## src/servo_ctrl_consts.svh

```systemverilog
/*
 * Register offsets, reset values and timing counts of the servo mode/stop block.
 * Assumes a 25 MHz pclk and 32-bit APB with word-aligned registers.
 */
`ifndef SERVO_CTRL_CONSTS_SVH
`define SERVO_CTRL_CONSTS_SVH

// ****************************************
// register map (byte addresses)
// ****************************************
`define OFS_MODE_SEL     12'h000
`define OFS_DIS_STOP     12'h004
`define OFS_ESTOP_STOP   12'h008
`define OFS_RAPID_MS     12'h00C
`define OFS_SLOW_MS      12'h010
`define OFS_SPEED_CMD    12'h014
`define OFS_STATUS       12'h018

// ****************************************
// reset values
// ****************************************
`define RST_MODE_SEL     16'h0000
`define RST_DIS_STOP     16'h0000
`define RST_ESTOP_STOP   16'h0000
`define RST_RAPID_MS     16'h01F4
`define RST_SLOW_MS      16'h03E8
`define RST_SPEED_CMD    16'h0000

// ****************************************
// timing
// ****************************************
`define CLK_HZ           25000000
`define MS_PER_S         1000
`define CYC_PER_MS       (`CLK_HZ / `MS_PER_S)

// ****************************************
// status field positions
// ****************************************
`define ST_READY_BIT     0
`define ST_DRIVE_BIT     1
`define ST_MODE_LSB      4
`define ST_STATE_LSB     8
`define ST_KIND_LSB      12
`define ST_SPEED_LSB     16

`endif

```

## src/servo_ctrl_pkg.sv

```systemverilog
/*
 * Types shared by the servo mode/stop block.
 * Assumes nothing beyond a SystemVerilog compiler.
 */
package servo_ctrl_pkg;

   typedef enum logic [1:0] {MODE_POS, MODE_SPEED, MODE_TORQUE} ctrl_mode_e;
   typedef enum logic [1:0] {ST_OFF, ST_RUN, ST_DECEL, ST_HOLD} drive_state_e;
   typedef enum logic [1:0] {STOP_FREE, STOP_RAPID, STOP_SLOW} stop_kind_e;

endpackage : servo_ctrl_pkg

```

## src/pin_sync3.sv

```systemverilog
/*
 * Three-stage synchroniser for asynchronous pins.
 * Assumes the pins are levels; the output moves only when stages two and three agree.
 */
`timescale 1ns/1ps

module pin_sync3 #(
   parameter int W = 1
) (
   input  wire logic         pclk,
   input  wire logic         presetn,
   input  wire logic [W-1:0] pin,
   output logic      [W-1:0] level
);

   logic [W-1:0] s1_q;
   logic [W-1:0] s2_q;
   logic [W-1:0] s3_q;
   logic [W-1:0] lvl_q;

   always_ff @(posedge pclk or negedge presetn) begin
      if (!presetn) begin
         s1_q  <= '0;
         s2_q  <= '0;
         s3_q  <= '0;
         lvl_q <= '0;
      end else begin
         s1_q <= pin;
         s2_q <= s1_q;
         s3_q <= s2_q;
         for (int i = 0; i < W; i++) begin
            if (s2_q[i] == s3_q[i]) begin
               lvl_q[i] <= s3_q[i];
            end
         end
      end
   end

   assign level = lvl_q;

endmodule : pin_sync3

```

## src/servo_mode_stop.sv

```systemverilog
/*
 * Control-mode selection and enable/stop sequencing of a servo drive, with an APB slave
 * for its settings. Assumes active-high function-bit pins from IO or a comms block,
 * a single 25 MHz pclk, and an APB master that keeps psel/penable legal.
 */
`timescale 1ns/1ps
`include "servo_ctrl_consts.svh"

module servo_mode_stop
   import servo_ctrl_pkg::*;
#(
   parameter logic [15:0] RATED_SPEED = 16'h0BB8
) (
   input  wire logic        pclk,
   input  wire logic        presetn,
   input  wire logic        psel,
   input  wire logic        penable,
   input  wire logic        pwrite,
   input  wire logic [11:0] paddr,
   input  wire logic [31:0] pwdata,
   output logic      [31:0] prdata,
   output logic             pready,
   output logic             pslverr,
   input  wire logic        servo_enable_in,
   input  wire logic        emergency_stop_in,
   input  wire logic        fault_in,
   input  wire logic        mode_switch_bit0,
   input  wire logic        mode_switch_bit1,
   output logic             servo_ready_out,
   output logic             cmd_accept,
   output logic             drive_enable,
   output logic [1:0]       active_mode,
   output logic [15:0]      speed_ref
);

   // ****************************************
   // state
   // ****************************************
   typedef struct packed {
      logic [15:0]  mode_sel;
      logic [15:0]  dis_stop;
      logic [15:0]  estop_stop;
      logic [15:0]  rapid_ms;
      logic [15:0]  slow_ms;
      logic [15:0]  speed_cmd;
      logic [31:0]  rdata;
      logic         ready_ack;
      logic         slverr;
      drive_state_e st;
      stop_kind_e   kind;
      logic         keep_en;
      logic [31:0]  ramp_acc;
      logic [31:0]  ramp_lim;
      logic [15:0]  speed;
      ctrl_mode_e   mode;
      logic         ready;
      logic         drive_en;
   } state_s;

   state_s s_q;
   state_s s_d;

   logic [4:0] pins_s;
   logic       en_s;
   logic       estop_s;
   logic       fault_s;
   logic       sw0_s;
   logic       sw1_s;

   pin_sync3 #(.W(5)) u_sync (
      .pclk    (pclk),
      .presetn (presetn),
      .pin     ({mode_switch_bit1, mode_switch_bit0, fault_in, emergency_stop_in,
                 servo_enable_in}),
      .level   (pins_s)
   );

   assign en_s    = pins_s[0];
   assign estop_s = pins_s[1];
   assign fault_s = pins_s[2];
   assign sw0_s   = pins_s[3];
   assign sw1_s   = pins_s[4];

   // ****************************************
   // decoding helpers
   // ****************************************
   function automatic ctrl_mode_e mode_decode(input logic [15:0] sel, input logic b0,
                                              input logic b1);
      ctrl_mode_e m;
      m = MODE_POS;
      unique case (sel)
         16'h0000: m = MODE_POS;
         16'h0001: m = MODE_SPEED;
         16'h0002: m = MODE_TORQUE;
         16'h0003: m = b0 ? MODE_TORQUE : MODE_POS;
         16'h0004: m = b0 ? MODE_SPEED : MODE_POS;
         16'h0005: m = b0 ? MODE_TORQUE : MODE_SPEED;
         16'h0006: begin
            // both low or both high is not in the table: fall back to position
            if (b1 && !b0) begin
               m = MODE_SPEED;
            end else if (!b1 && b0) begin
               m = MODE_TORQUE;
            end else begin
               m = MODE_POS;
            end
         end
         default: m = MODE_POS;
      endcase
      return m;
   endfunction : mode_decode

   // returns {keep enabled, kind}; out-of-range codes act as free rotation
   function automatic logic [2:0] stop_decode(input logic [15:0] opt, input logic allow_keep);
      logic [2:0] r;
      r = {1'b0, STOP_FREE};
      unique case (opt)
         16'h0001: r = {1'b0, STOP_RAPID};
         16'h0002: r = {1'b0, STOP_SLOW};
         16'h0003: r = allow_keep ? {1'b1, STOP_RAPID} : {1'b0, STOP_FREE};
         16'h0004: r = allow_keep ? {1'b1, STOP_SLOW} : {1'b0, STOP_FREE};
         default:  r = {1'b0, STOP_FREE};
      endcase
      return r;
   endfunction : stop_decode

   // ****************************************
   // next state
   // ****************************************
   logic [2:0]  dis_dec;
   logic [2:0]  est_dec;
   logic [2:0]  pick;
   logic [15:0] t_ms;
   logic [31:0] acc_nx;
   logic        setup;
   logic        access;

   assign dis_dec = stop_decode(s_q.dis_stop, 1'b0);
   assign est_dec = stop_decode(s_q.estop_stop, 1'b1);
   // ready_ack in the term keeps a held setup from being answered twice
   assign setup   = psel && !penable && !s_q.ready_ack;
   assign access  = psel && penable && s_q.ready_ack;

   always_comb begin
      s_d    = s_q;
      pick   = 3'b000;
      t_ms   = 16'h0000;
      acc_nx = 32'h0000_0000;

      // apb: read data and answer prepared in setup, write lands at the access edge
      s_d.ready_ack = setup;
      // error flag lives one cycle so pslverr leaves a flop directly
      s_d.slverr    = 1'b0;
      if (setup) begin
         s_d.rdata  = 32'h0000_0000;
         unique case (paddr)
            `OFS_MODE_SEL:   s_d.rdata = {16'h0000, s_q.mode_sel};
            `OFS_DIS_STOP:   s_d.rdata = {16'h0000, s_q.dis_stop};
            `OFS_ESTOP_STOP: s_d.rdata = {16'h0000, s_q.estop_stop};
            `OFS_RAPID_MS:   s_d.rdata = {16'h0000, s_q.rapid_ms};
            `OFS_SLOW_MS:    s_d.rdata = {16'h0000, s_q.slow_ms};
            `OFS_SPEED_CMD:  s_d.rdata = {16'h0000, s_q.speed_cmd};
            `OFS_STATUS: begin
               s_d.rdata[`ST_READY_BIT]                  = s_q.ready;
               s_d.rdata[`ST_DRIVE_BIT]                  = s_q.drive_en;
               s_d.rdata[`ST_MODE_LSB +: 2]              = s_q.mode;
               s_d.rdata[`ST_STATE_LSB +: 2]             = s_q.st;
               s_d.rdata[`ST_KIND_LSB +: 2]              = s_q.kind;
               s_d.rdata[`ST_SPEED_LSB +: 16]            = s_q.speed;
            end
            default: s_d.slverr = 1'b1;
         endcase
      end
      if (access && pwrite) begin
         unique case (paddr)
            `OFS_MODE_SEL:   s_d.mode_sel   = pwdata[15:0];
            `OFS_DIS_STOP:   s_d.dis_stop   = pwdata[15:0];
            `OFS_ESTOP_STOP: s_d.estop_stop = pwdata[15:0];
            `OFS_RAPID_MS:   s_d.rapid_ms   = pwdata[15:0];
            `OFS_SLOW_MS:    s_d.slow_ms    = pwdata[15:0];
            `OFS_SPEED_CMD:  s_d.speed_cmd  = pwdata[15:0];
            default: ;
         endcase
      end

      s_d.mode = mode_decode(s_q.mode_sel, sw0_s, sw1_s);

      // shutdown cause priority: fault, then estop, then disable
      if (fault_s) begin
         pick = {1'b0, STOP_FREE};
      end else if (estop_s) begin
         pick = est_dec;
      end else begin
         pick = dis_dec;
      end

      unique case (s_q.st)
         ST_OFF: begin
            s_d.speed = 16'h0000;
            if (en_s && !estop_s && !fault_s) begin
               s_d.st = ST_RUN;
            end
         end
         ST_RUN: begin
            s_d.speed = s_q.speed_cmd;
            // the ramp starts from the present speed, so a slower motor stops sooner
            if (fault_s || estop_s || !en_s) begin
               s_d.kind     = stop_kind_e'(pick[1:0]);
               s_d.keep_en  = pick[2];
               s_d.ramp_acc = 32'h0000_0000;
               s_d.speed    = s_q.speed;
               t_ms         = (pick[1:0] == STOP_SLOW) ? s_q.slow_ms : s_q.rapid_ms;
               s_d.ramp_lim = 32'(t_ms) * 32'(`CYC_PER_MS);
               s_d.st       = (pick[1:0] == STOP_FREE) ? ST_OFF : ST_DECEL;
            end
         end
         ST_DECEL: begin
            // one speed unit per lim/rated cycles: rated speed reaches zero in the set time
            acc_nx = s_q.ramp_acc + 32'(RATED_SPEED);
            if (fault_s) begin
               s_d.st = ST_OFF;
            end else if (s_q.speed == 16'h0000 || s_q.ramp_lim == 32'h0000_0000) begin
               s_d.speed = 16'h0000;
               s_d.st    = s_q.keep_en ? ST_HOLD : ST_OFF;
            end else if (acc_nx >= s_q.ramp_lim) begin
               s_d.ramp_acc = acc_nx - s_q.ramp_lim;
               s_d.speed    = s_q.speed - 16'h0001;
            end else begin
               s_d.ramp_acc = acc_nx;
            end
         end
         ST_HOLD: begin
            // only the enable input or a fault leaves hold; a cleared estop does not
            s_d.speed = 16'h0000;
            if (!en_s || fault_s) begin
               s_d.st = ST_OFF;
            end
         end
      endcase

      s_d.ready    = (s_d.st == ST_RUN);
      s_d.drive_en = (s_d.st != ST_OFF);
   end

   always_ff @(posedge pclk or negedge presetn) begin
      if (!presetn) begin
         s_q            <= '0;
         s_q.mode_sel   <= `RST_MODE_SEL;
         s_q.dis_stop   <= `RST_DIS_STOP;
         s_q.estop_stop <= `RST_ESTOP_STOP;
         s_q.rapid_ms   <= `RST_RAPID_MS;
         s_q.slow_ms    <= `RST_SLOW_MS;
         s_q.speed_cmd  <= `RST_SPEED_CMD;
         s_q.st         <= ST_OFF;
         s_q.kind       <= STOP_FREE;
         s_q.mode       <= MODE_POS;
      end else begin
         s_q <= s_d;
      end
   end

   // ****************************************
   // outputs
   // ****************************************
   assign prdata          = s_q.rdata;
   assign pready          = s_q.ready_ack;
   assign pslverr         = s_q.slverr;
   assign servo_ready_out = s_q.ready;
   assign cmd_accept      = s_q.ready;
   assign drive_enable    = s_q.drive_en;
   assign active_mode     = s_q.mode;
   assign speed_ref       = s_q.speed;

   // ****************************************
   // checks
   // ****************************************
   a_apb_answer: assert property (@(posedge pclk) disable iff (!presetn)
      psel && !penable && !pready |=> pready)
      else $error("apb setup not answered next cycle");
   a_mode_fixed: assert property (@(posedge pclk) disable iff (!presetn)
      s_q.mode_sel == 16'h0002 |=> active_mode == MODE_TORQUE)
      else $error("torque mode not selected");
   a_mode_hyb4: assert property (@(posedge pclk) disable iff (!presetn)
      s_q.mode_sel == 16'h0004 && !sw0_s |=> active_mode == MODE_POS)
      else $error("mode 4 without switch not position");
   a_mode_hyb6: assert property (@(posedge pclk) disable iff (!presetn)
      s_q.mode_sel == 16'h0006 && sw1_s && !sw0_s |=> active_mode == MODE_SPEED)
      else $error("mode 6 speed decode wrong");
   a_ready_run: assert property (@(posedge pclk) disable iff (!presetn)
      servo_ready_out |-> drive_enable && $past(en_s) && !$past(estop_s) && !$past(fault_s))
      else $error("ready without enable");
   a_arm_enable: assert property (@(posedge pclk) disable iff (!presetn)
      s_q.st == ST_OFF && en_s && !estop_s && !fault_s |=> servo_ready_out)
      else $error("enable did not arm drive");
   a_fault_free: assert property (@(posedge pclk) disable iff (!presetn)
      fault_s |=> !drive_enable)
      else $error("fault did not drop drive");
   a_stop_start: assert property (@(posedge pclk) disable iff (!presetn)
      s_q.st == ST_RUN && (estop_s || !en_s) |=> !servo_ready_out)
      else $error("shutdown cause ignored");
   a_decel_drive: assert property (@(posedge pclk) disable iff (!presetn)
      s_q.st == ST_DECEL && speed_ref != 16'h0000 && s_q.ramp_lim != 32'h0000_0000
         && !fault_s |=> drive_enable && s_q.st == ST_DECEL)
      else $error("drive dropped while decelerating");
   a_ramp_mono: assert property (@(posedge pclk) disable iff (!presetn)
      s_q.st == ST_DECEL ##1 s_q.st == ST_DECEL |-> speed_ref <= $past(speed_ref)
         && ($past(speed_ref) - speed_ref) <= 16'h0001)
      else $error("ramp not linear downward");
   a_hold_zero: assert property (@(posedge pclk) disable iff (!presetn)
      s_q.st == ST_HOLD |-> speed_ref == 16'h0000 && drive_enable && !servo_ready_out)
      else $error("hold state not at zero enabled");
   a_hold_exit: assert property (@(posedge pclk) disable iff (!presetn)
      s_q.st == ST_HOLD && !en_s |=> !drive_enable)
      else $error("hold not left on disable");

   c_run: cover property (@(posedge pclk) disable iff (!presetn)
      s_q.st == ST_RUN);
   c_decel_hold: cover property (@(posedge pclk) disable iff (!presetn)
      s_q.st == ST_DECEL ##1 s_q.st == ST_HOLD);
   c_decel_off: cover property (@(posedge pclk) disable iff (!presetn)
      s_q.st == ST_DECEL ##1 s_q.st == ST_OFF);
   c_free_stop: cover property (@(posedge pclk) disable iff (!presetn)
      s_q.st == ST_RUN ##1 s_q.st == ST_OFF);
   c_hold_off: cover property (@(posedge pclk) disable iff (!presetn)
      s_q.st == ST_HOLD ##1 s_q.st == ST_OFF);

endmodule : servo_mode_stop

```

## config.mk

```make
export PLATFORM = sky130hd
export DESIGN_NAME = servo_mode_stop
export DESIGN_NICKNAME = d
export VERILOG_FILES = /design/src/servo_ctrl_pkg.sv /design/src/pin_sync3.sv /design/src/servo_mode_stop.sv
export VERILOG_INCLUDE_DIRS = /design/src /design/src/src
export SDC_FILE = /design/constraint.sdc
export NUM_CORES = 1
export LEC_CHECK = 0
export BUFFER_PORTS_ARGS = -buffer_cell sky130_fd_sc_hd__buf_2
export CAP_MARGIN = 20
export CORE_MARGIN = 2
export CORE_UTILIZATION = 50
export DETAILED_ROUTE_END_ITERATION = 12
export PLACE_DENSITY = 0.81
export SLEW_MARGIN = 10
export SYNTH_ARGS = -nofsm -noshare
export SYNTH_HDL_FRONTEND = slang
export SYNTH_HIERARCHICAL = 1
export SYNTH_SLANG_ARGS = --single-unit
export TNS_END_PERCENT = 10
```

## constraint.sdc

```tcl
create_clock -name pclk -period 6 [get_ports pclk]
set_input_delay 0.6 -clock pclk [delete_from_list [all_inputs] [get_ports pclk]]
set_output_delay 0.6 -clock pclk [all_outputs]
set_load 0.1 [all_outputs]
```

Word level (Yosys, flattened, before mapping)
Cells that the tools add are included.
{"block": "totals", "register_bits": 235, "output_inout_bits": 55, "in_bits": 54, "wordCells": 140}
{"block": "op_classes", "n_reduce_logical": 38, "mux": 38, "add_sub_neg": 3, "eq_ne": 33, "order_cmp": 1, "mul": 1}
{"op": "32-bit two-way mux", "n": 3}
{"op": "85-bit two-way mux", "n": 1}
{"op": "16-bit by 2-bit equality test with 1-bit output (second input constant)", "n": 5}
{"op": "16-bit two-way mux", "n": 5}
{"op": "16-bit by 3-bit equality test with 1-bit output (second input constant)", "n": 4}
{"op": "32-bit one-hot mux with 2 select lines", "n": 1}
{"op": "2-bit one-hot mux with 6 select lines", "n": 5}
{"op": "2-bit one-hot mux with 7 select lines", "n": 4}
{"op": "16-bit by 1-bit equality test with 1-bit output (second input constant)", "n": 3}
{"op": "16-bit one-hot mux with 3 select lines", "n": 1}
{"op": "12-bit by 5-bit equality test with 1-bit output (second input constant)", "n": 3}
{"op": "32-bit by 12-bit adder with 32-bit output (second input constant)", "n": 1}
{"op": "32-bit by 31-bit >= comparator with 1-bit output", "n": 1}
{"op": "32-bit logical NOT", "n": 1}
{"op": "32-bit by 31-bit subtractor with 32-bit output", "n": 1}
{"op": "16-bit by 12-bit multiplier with 28-bit output (second input constant)", "n": 1}
{"op": "12-bit by 4-bit equality test with 1-bit output (second input constant)", "n": 2}
{"op": "2-bit two-way mux", "n": 10}
{"op": "16-bit logical NOT", "n": 1}
{"op": "16-bit by 1-bit subtractor with 16-bit output (second input constant)", "n": 1}
{"op": "2-bit AND reduction", "n": 7}
{"op": "12-bit by 3-bit equality test with 1-bit output (second input constant)", "n": 1}
{"op": "12-bit logical NOT", "n": 1}
{"op": "3-bit one-hot mux with 4 select lines", "n": 1}
{"op": "other kinds (18)", "n": 50}

Longest topological paths before layout
Gate-level depths: netlist of run 1.
{"block": "logic_depth", "depth_word": 10, "mapped_depth": 26, "mapped_depth_nobuf": 25}

Cells and area by module
Netlist of run 1, hierarchy kept.
{"mod": "servo_mode_stop", "n_inst": 1, "cells_per_inst": 1626, "seq_area_each_um2": 5320.1, "area_each_um2": 15605.0}
{"mod": "pin_sync3", "n_inst": 1, "cells_per_inst": 25, "seq_area_each_um2": 500.5, "area_each_um2": 556.8}

Worst setup path after synthesis of run 1
Ideal clock, no wire load.
{"block": "synth_timing", "path_type": "register -> register", "start": "reg u_sync.lvl_q[2] (netlist: u_sync/level[2])", "end": "reg s_q[49] in the netlist's numbering", "path_slack_ns": -0.113, "t_arrival_ns": 5.982, "stages_incl_launch_ff": 27, "synth_period_minus_slack_ns": 6.113, "path_buffers": 1, "cell_sequence": "dfrtp_1 nor4_1 nand4_1 nor3b_1 o22ai_1 clkbuf_1 mux2_2 ha_1 ha_1 xor2_1 ha_1 a31o_2 fa_1 inv_1 fa_1 inv_1 ha_1 a21o_1 a21o_1 a21oi_1 o21bai_1 a21oi_1 o21ai_0 a21o_1 a311oi_1 xor2_1 o21ai_1"}
{"block": "synth_between", "elab_chain_len": 4}
{"element": "start: declaration", "line": "pin_sync3.sv:19", "source": "logic [W-1:0] lvl_q;"}
{"element": "start signal: indexed assignment", "line": "pin_sync3.sv:33", "source": "lvl_q[i] <= s3_q[i];"}
{"element": "3-bit two-way mux", "line": "servo_mode_stop.sv:189", "source": "if (fault_s) begin"}
{"element": "2-bit equality test", "line": "servo_mode_stop.sv:212", "source": "t_ms = (pick[1:0] == STOP_SLOW) ? s_q.slow_ms : s_q.rapid_ms;"}
{"element": "16-bit two-way mux", "line": "servo_mode_stop.sv:212"}
{"element": "16-bit by 12-bit multiplier with 28-bit output", "line": "servo_mode_stop.sv:213", "source": "s_d.ramp_lim = 32'(t_ms) * 32'(`CYC_PER_MS);"}
{"element": "end: declaration", "line": "servo_mode_stop.sv:60", "source": "state_s s_q;"}
Several ways; a longest one is shown, not always the timed one.
A chain may end at the register's enable or synchronous reset.

Final worst setup path of run 1
{"block": "layout_timing", "start": "reg s_q[177] in the netlist's numbering", "end": "reg s_q[49] in the netlist's numbering"}
{"block": "layout_between", "elab_chain_len": 7}
{"element": "16-bit by 3-bit equality test with 1-bit output, or another cell as far along", "line": "servo_mode_stop.sv:117", "source": "unique case (opt)"}
{"element": "3-bit one-hot mux with 4 select lines *", "line": "servo_mode_stop.sv:117"}
{"element": "3-bit two-way mux *", "line": "servo_mode_stop.sv:191", "source": "end else if (estop_s) begin"}
{"element": "3-bit two-way mux *", "line": "servo_mode_stop.sv:189"}
{"element": "2-bit equality test *", "line": "servo_mode_stop.sv:212"}
{"element": "16-bit two-way mux *", "line": "servo_mode_stop.sv:212"}
{"element": "16-bit by 12-bit multiplier with 28-bit output *", "line": "servo_mode_stop.sv:213"}
Every way passes the cells marked *; elsewhere a longest branch is shown, timed or not.

==> results of run 1 <==
## per-layer routing
layer / wire (um) / track usage / part of all wire
met1: 18400 / 0.338 / 0.41
met2: 20700 / 0.427 / 0.46
met3: 3530 / 0.0519 / 0.079
met4: 2140 / 0.119 / 0.048
met5: 12 / 0 / 0.00027
## layout make-up
type	count	area, um2
Multi-Input combinational cell	1162	9760
Fill cell	2444	12800
Clock buffer	36	727
Inverter	145	544
Tap cell	402	503
Antenna cell	1	2.50
Sequential cell	232	5820
Timing Repair Buffer	211	1400
Clock inverter	9	148
## metrics by stage
step                std cells  setup WS [ps]  TNS, ps  hold slack, ps
finish                   2198           -237     -842             108
detailed placement       2140           -399    -2820             340
CTS                      2190         -0.862   -0.862             137
global route             2197           -465    -3650             135
floorplan                1651           29.5        0             304
global placement         2140           -375    -2060             333
## cell usage after synthesis, types with 5 or more instances
cell type  instances  area [um2]
nand4_1           17         106
dfstp_2           12         315
a222oi_1          16         160
buf_4             55         413
clkbuf_1          40         150
nand2_1          155         582
nor4_1            19         119
o21ai_1           24         120
nor3b_1            6        45.0
and3_1             9        56.3
o21a_1            14         105
dfrtp_1          220        5510
o21ai_0           95         475
o21bai_1           5        37.5
a221oi_1           8        70.1
a21oi_1           89         445
a22o_1             7        61.3
a31oi_1            9        56.3
or3_1              5        31.3
o22ai_1            8        50.1
a22oi_1            9        67.6
nor2_1            70         263
fa_1              37         741
and4_1             5        43.8
nand2b_1          10        62.6
nand3_1           34         170
nor2b_1           10        62.6
or2_2              6        37.5
xor2_1            36         315
o2111ai_1         10        87.6
xnor2_1           42         368
mux2i_1           25         250
a21o_1            20         150
buf_2             12        60.1
mux2_2           117        1320
inv_1            145         544
nor3_1            23         115
ha_1             144        1800
o2bb2ai_1          5        43.8
maj3_2             5        56.3
## critical path: cells and delay by family, from the launching register on
kind            cells  cell delay (ps)
xor+xnor            2              340
mux                 1              380
flops               1              400
fa+ha+maj           6             2130
simple gates        3              980
buf+inv             3              250
compound gates     10             1540
## power breakdown
group	leakage [nW]	internal [mW]	switching, mW
clock	0.422	0.977	0.677
sequential	3.11	1.60	0.0322
combinational	5.88	0.121	0.356
## sequential cells by signal, indices dropped and copies added, names as in the netlist, 2 cells and up
register,count
s_q,158
prdata,32
speed_ref,16
u_sync/level,5
u_sync/s1_q,5
u_sync/s2_q,5
u_sync/s3_q,5
active_mode,2
## timing repair
action | CTS | global route
resized for setup | 86 | 10
hold buffers | 0 | 0
cloned | 2 | 0
buffers inserted | 4 | 5
setup endpoints to repair | 11 | 14
pin swaps | 42 | 15
## logic make-up after synthesis
family | Yosys count
and+or+nand+nor | 388
muxes | 142
xor gates and xnor gates | 79
buffers and inverters | 258
AOI/OAI and AO/OA | 366
DFF | 232
adders and majority gates | 186
## cell usage in the layout, fill, tap and decap left out, types with 69 or more instances in the layout
master	Yosys	layout
a21oi_1	89	86
buf_2	12	91
buf_4	55	110
dfrtp_1	220	219
ha_1	144	110
inv_1	145	135
mux2_2	117	104
nand2_1	155	155
nor2_1	70	69
o21ai_0	95	92
## worst paths after layout
check                      depth (start not counted)  slack [ps]                        to
max reg2reg                                       25        -240       s_q[49]$_DFFE_PN0P_
min in group pclk                                  1         150  u_sync/s1_q[4]$_DFF_PN0_
max in group asynchronous                          2        4450      s_q[177]$_DFFE_PN0P_
min                                                1         110    prdata[20]$_DFFE_PN0P_
min reg2reg                                        0         350  u_sync/s2_q[2]$_DFF_PN0_
max                                               25        -240       s_q[49]$_DFFE_PN0P_
==> impl_metrics.py, run 1 <==
metrics = {
    "yosys": {
        "async_flop_share": 1.00,
        "synth_edf_count": 0,
        "synth_cell_types": 82,
        "synth_area_um2": 16200,
        "ys_ff_latch": 232,
        "synth_xor_area_frac": 0.0440,
        "syn_avg_cell_area_um2": 9.79,
        "synth-simple-area-share": 0.117,
        "yosysSeqAreaShare": 0.360,
        "muxShareOfSynthArea": 0.0970,
        "ys_warn_count": 6,
        "synth_top_family_by_area": "adder cells",
        "synth_nets": 1886,
        "ys.flop_type": "dfrtp_1",
        "synth_compound_area_frac": 0.147,
        "syn_inst": 1651,
        "synth_fa_ha_area_frac": 0.161,
    },
    "setup_path": {
        "arrival_ps": 6620,
        "worstSetupPathType": "flip-flop to flip-flop",
        "max_stage_delay_ps": 560,
        "r2r-start": "s_q[177]$_DFFE_PN0P_",
        "crit_path_frequent_cell": "a21o_1",
        "crit_start": "s_q[177]$_DFFE_PN0P_",
        "critPathRequiredTime_ps": 6380,
        "end_kind": "flip-flop",
        "crit_path_max_fanout": 5,
        "worstSetupStartpointType": "flip-flop",
        "cpMaxStageDelayCell": "fa_1",
    },
    "drt": {
        "finalWirelength_um": 44900,
        "vias_per_cell": 6.02,
        "initialDrtViolationCount": 1327,
        "antenna_left": 0,
        "wl_per_cell_um": 20.4,
        "firstDrtPassIters": 6,
        "route.detailed.drc": 0,
        "vias": 13200,
    },
    "clock_network": {
        "cts_tree": "yes",
        "cts_made_buffers": 25,
        "htreeDepth": 1,
        "clk_pin_slew_ps": 60,
        "cts_root_buf": "clkbuf_16",
        "cts.sinks": 232,
        "clkLatencyLatePin_ps": 570,
        "clock_path_buffers": 3,
    },
    "final_layout": {
        "num-nets-final": 2012,
        "syn2layout_area_growth_pct": 16.9,
        "drive_gt1_frac": 0.272,
        "design_area_um2": 18900,
        "fin_util": 0.596,
    },
    "min_path": {
        "hold_class": "input pin to asynchronous set/reset pin",
    },
    "global_routing": {
        "grt.total_usage": 0.262,
        "grt_max_degree": 108,
        "grt_first_pass_wirelength_um": 70400,
        "grt_overflow": 0,
        "grt_pass1_vias": 13300,
        "antenna_found_initial": 4,
    },
    "timing": {
        "period_share": 1.04,
        "hold_viol": 0,
        "finalSetupViolCount": 7,
        "rsz0062_at_grt": "true",
        "setup_slack_ps": -237,
        "worst_pin_slew_ps": 1060,
        "min_period_ps": 6240,
        "slew_violations": 0,
        "slew_headroom": 0.294,
        "fmax_mhz": 160,
        "fin_skew_ps": 33.3,
    },
    "status": {
        "violations": "setup timing",
        "status": "complete, but fails checks",
    },
    "run": {
        "drv_cap": 0,
    },
    "pwr": {
        "vdd_drop_max_v": 0.000218,
        "powerDensity_nw_per_um2": 199,
        "leakage_nw": 9.42,
        "power_mw": 3.76,
    },
    "floorplan": {
        "ios": 109,
        "rows": 65,
        "dieArea_um2": 33800,
        "die_w_um": 184,
        "start_util": 0.510,
        "die_y_um": 184,
        "design.core.area_um2": 31700,
    },
    "place": {
        "numPortBuffers": 92,
        "gp_congestion": 0.930,
        "hpwl_um": 30600,
        "place_area_um2": 17300,
    },
}
Power figures use the tool's default switching activity.
==> inputs of run 2 (changes only) <==
--- a/config.mk
+++ b/config.mk
@@ -6,12 +6,13 @@
 export SDC_FILE = /design/constraint.sdc
 export NUM_CORES = 1
 export LEC_CHECK = 0
+export ABC_AREA = 1
 export BUFFER_PORTS_ARGS = -buffer_cell sky130_fd_sc_hd__buf_2
 export CAP_MARGIN = 20
 export CORE_MARGIN = 2
 export CORE_UTILIZATION = 50
 export DETAILED_ROUTE_END_ITERATION = 12
-export PLACE_DENSITY = 0.81
+export PLACE_DENSITY = 0.8
 export SLEW_MARGIN = 10
 export SYNTH_ARGS = -nofsm -noshare
 export SYNTH_HDL_FRONTEND = slang
==> impl_metrics.py, run 2 <==
metrics = {
    "min_path": {
        "hold_class": "input pin to flip-flop",
    },
    "timing": {
        "slew_headroom": 0.202,
        "holdWs_ps": 156,
        "rsz0062_at_grt": "true",
        "hold_viol": 0,
        "period_share": 0.947,
        "slew_violations": 0,
        "tns_ps": 0,
        "worst_pin_slew_ps": 1200,
        "fin_skew_ps": 20.4,
        "finalSetupViolCount": 0,
        "fmax_mhz": 176,
        "min_period_ps": 5680,
    },
    "pwr": {
        "leakage_nw": 10.4,
        "power_mw": 3.58,
        "vdd_drop_max_v": 0.000236,
        "powerDensity_nw_per_um2": 185,
    },
    "global_routing": {
        "grt.total_usage": 0.267,
        "antenna_found_initial": 0,
        "grt_first_pass_wirelength_um": 78700,
        "grt_pass1_vias": 15400,
        "grt_max_degree": 195,
        "grt_overflow": 0,
    },
    "final_layout": {
        "layout.cells.non_filler": 2954,
        "syn2layout_area_growth_pct": 8.40,
        "design_area_um2": 19300,
        "antenna_cells": 0,
        "num-nets-final": 2710,
        "largest_reg_flops": 158,
        "final_common_cell": "nand2_1",
        "final_cell_mix": "657 x nand2_1, 358 x inv_1, 220 x dfrtp_1",
        "drive_gt1_frac": 0.0959,
        "regMostFlops": "s_q",
    },
    "floorplan": {
        "die_y_um": 193,
        "die_w_um": 193,
        "rows": 69,
        "start_util": 0.504,
        "design.core.area_um2": 35400,
        "ios": 109,
        "dieArea_um2": 37200,
    },
    "clock_network": {
        "clkLatencyLatePin_ps": 550,
        "clk_pin_slew_ps": 70,
        "cts_tree": "yes",
        "clock_path_buffers": 3,
        "cts_made_buffers": 25,
        "cts_root_buf": "clkbuf_16",
        "cts.sinks": 232,
        "htreeDepth": 1,
    },
    "setup_path": {
        "crit_path_frequent_cell": "nand2_1",
        "crit_path_max_fanout": 32,
        "arrival_ps": 6120,
        "worstSetupPathType": "flip-flop to flip-flop",
        "worstSetupStartpointType": "flip-flop",
        "max_stage_delay_ps": 550,
        "cpMaxStageDelayCell": "fa_1",
        "end_kind": "flip-flop",
        "crit_family": "adder cells",
        "critPathRequiredTime_ps": 6440,
        "path_buf_inv": 5,
    },
    "yosys": {
        "ys_warn_count": 6,
        "synth_top_cells_by_count": "657 x nand2_1, 358 x inv_1, 220 x dfrtp_1, 208 x o21ai_0, 198 x nand3_1",
        "ys_ff_latch": 232,
        "synth_nets": 2677,
        "syn_avg_cell_area_um2": 7.31,
        "yosysTopAreaCell": "dfrtp_1",
        "synth_area_leaders": "dfrtp_1 31%, nand2_1 14%, ha_1 10%",
        "async_flop_share": 1.00,
        "yosysSeqAreaShare": 0.326,
        "yosysTopAreaCellShare": 0.308,
        "yosysMostFrequentCell": "nand2_1",
        "synth_edf_count": 0,
        "synth_cell_types": 48,
        "synth_area_um2": 17900,
        "ys.flop_type": "dfrtp_1",
        "syn_inst": 2442,
    },
    "place": {
        "place_inst": 2905,
        "numPortBuffers": 92,
        "hpwl_um": 38000,
        "place_area_um2": 18400,
        "gp_congestion": 0.944,
    },
    "run": {
        "drv_cap": 0,
    },
    "drt": {
        "vias": 16100,
        "wl_per_cell_um": 16.6,
        "vias_per_cell": 5.46,
        "firstDrtPassIters": 6,
        "initialDrtViolationCount": 1364,
        "antenna_left": 0,
        "route.detailed.drc": 0,
        "finalWirelength_um": 49100,
    },
    "status": {
        "status": "finished, final reports clean",
    },
}
==> run 2: metrics by stage <==
step	utilization	setup slack (ps)
global route	0.547	-59.1
finish	0.547	318
global placement	0.520	180
floorplan	-	517
CTS	0.544	54.3
detailed placement	0.520	80.7
==> run 2: report_power, final <==
| part | total, mW | switching, mW | internal [mW] | leakage [nW] |
|---|---|---|---|---|
| clock network | 1.58 | 0.648 | 0.933 | 0.418 |
| registers | 1.60 | 0.0150 | 1.58 | 3.15 |
| logic | 0.398 | 0.296 | 0.103 | 6.85 |
==> run 2: worst register-to-register path, delay by kind of cell (launching register included) <==
kind | cells | cell delay, ps
flip-flops | 1 | 380
adder cells (fa/ha/maj) | 6 | 2400
AO/OA/AOI/OAI | 5 | 760
buffers and inverters | 5 | 530
XOR/XNOR | 1 | 150
AND/OR/NAND/NOR | 11 | 1350
==> run 2: metal layers <==
metal	global-route usage	routed length (um)	vias to the layer above
met5	0	0	-
met4	0.104	2060	0
met3	0.0337	3070	130
met2	0.451	23500	578
met1	0.349	20500	7538
li1	-	-	7883
==> run 2: path summary, 6_finish.rpt <==
| kind | startpoint | end | slack, ps | depth (start not counted) |
|---|---|---|---|---|
| max in group asynchronous | presetn | s_q[168]$_DFFE_PN0P_ | 4060 | 3 |
| worst max register to register | s_q[181]$_DFFE_PN0P_ | s_q[43]$_DFFE_PN0P_ | 320 | 28 |
| worst min register to register | u_sync/s1_q[4]$_DFF_PN0_ | u_sync/s2_q[4]$_DFF_PN0_ | 350 | 0 |
| worst max-delay path | s_q[181]$_DFFE_PN0P_ | s_q[43]$_DFFE_PN0P_ | 320 | 28 |
| worst min-delay path | emergency_stop_in | u_sync/s1_q[1]$_DFF_PN0_ | 160 | 1 |
| min in group asynchronous | presetn | s_q[50]$_DFFE_PN0P_ | 520 | 2 |
==> run 2: final cells by class <==
class | count | area [um2]
clock inverters | 10 | 125
well taps | 461 | 577
clock buffers | 35 | 723
repair buffers | 122 | 738
inverters | 361 | 1360
fillers | 3276 | 16000
multi-input cells | 1733 | 10000
flip-flops and latches | 232 | 5820
==> run 2: logic make-up (layout without fill, tap and decap cells) <==
logic type / Yosys count / after routing / share of synthesized area
AND/OR/NAND/NOR: 1131 / 1131 / 0.277
buffers and inverters: 477 / 528 / 0.116
AO/OA/AOI/OAI: 354 / 354 / 0.105
flip-flops: 232 / 232 / 0.326
adder cells (fa/ha/maj): 181 / 181 / 0.142
XOR/XNOR: 67 / 67 / 0.0329
==> run 2: timing repair <==
action                                 in CTS  in global routing
hold buffers                                1                  0
endpoints found under the hold margin      38                  0
setup endpoints to repair                   0                 11
gates resized for setup                     0                 19
buffers inserted                            0                  1
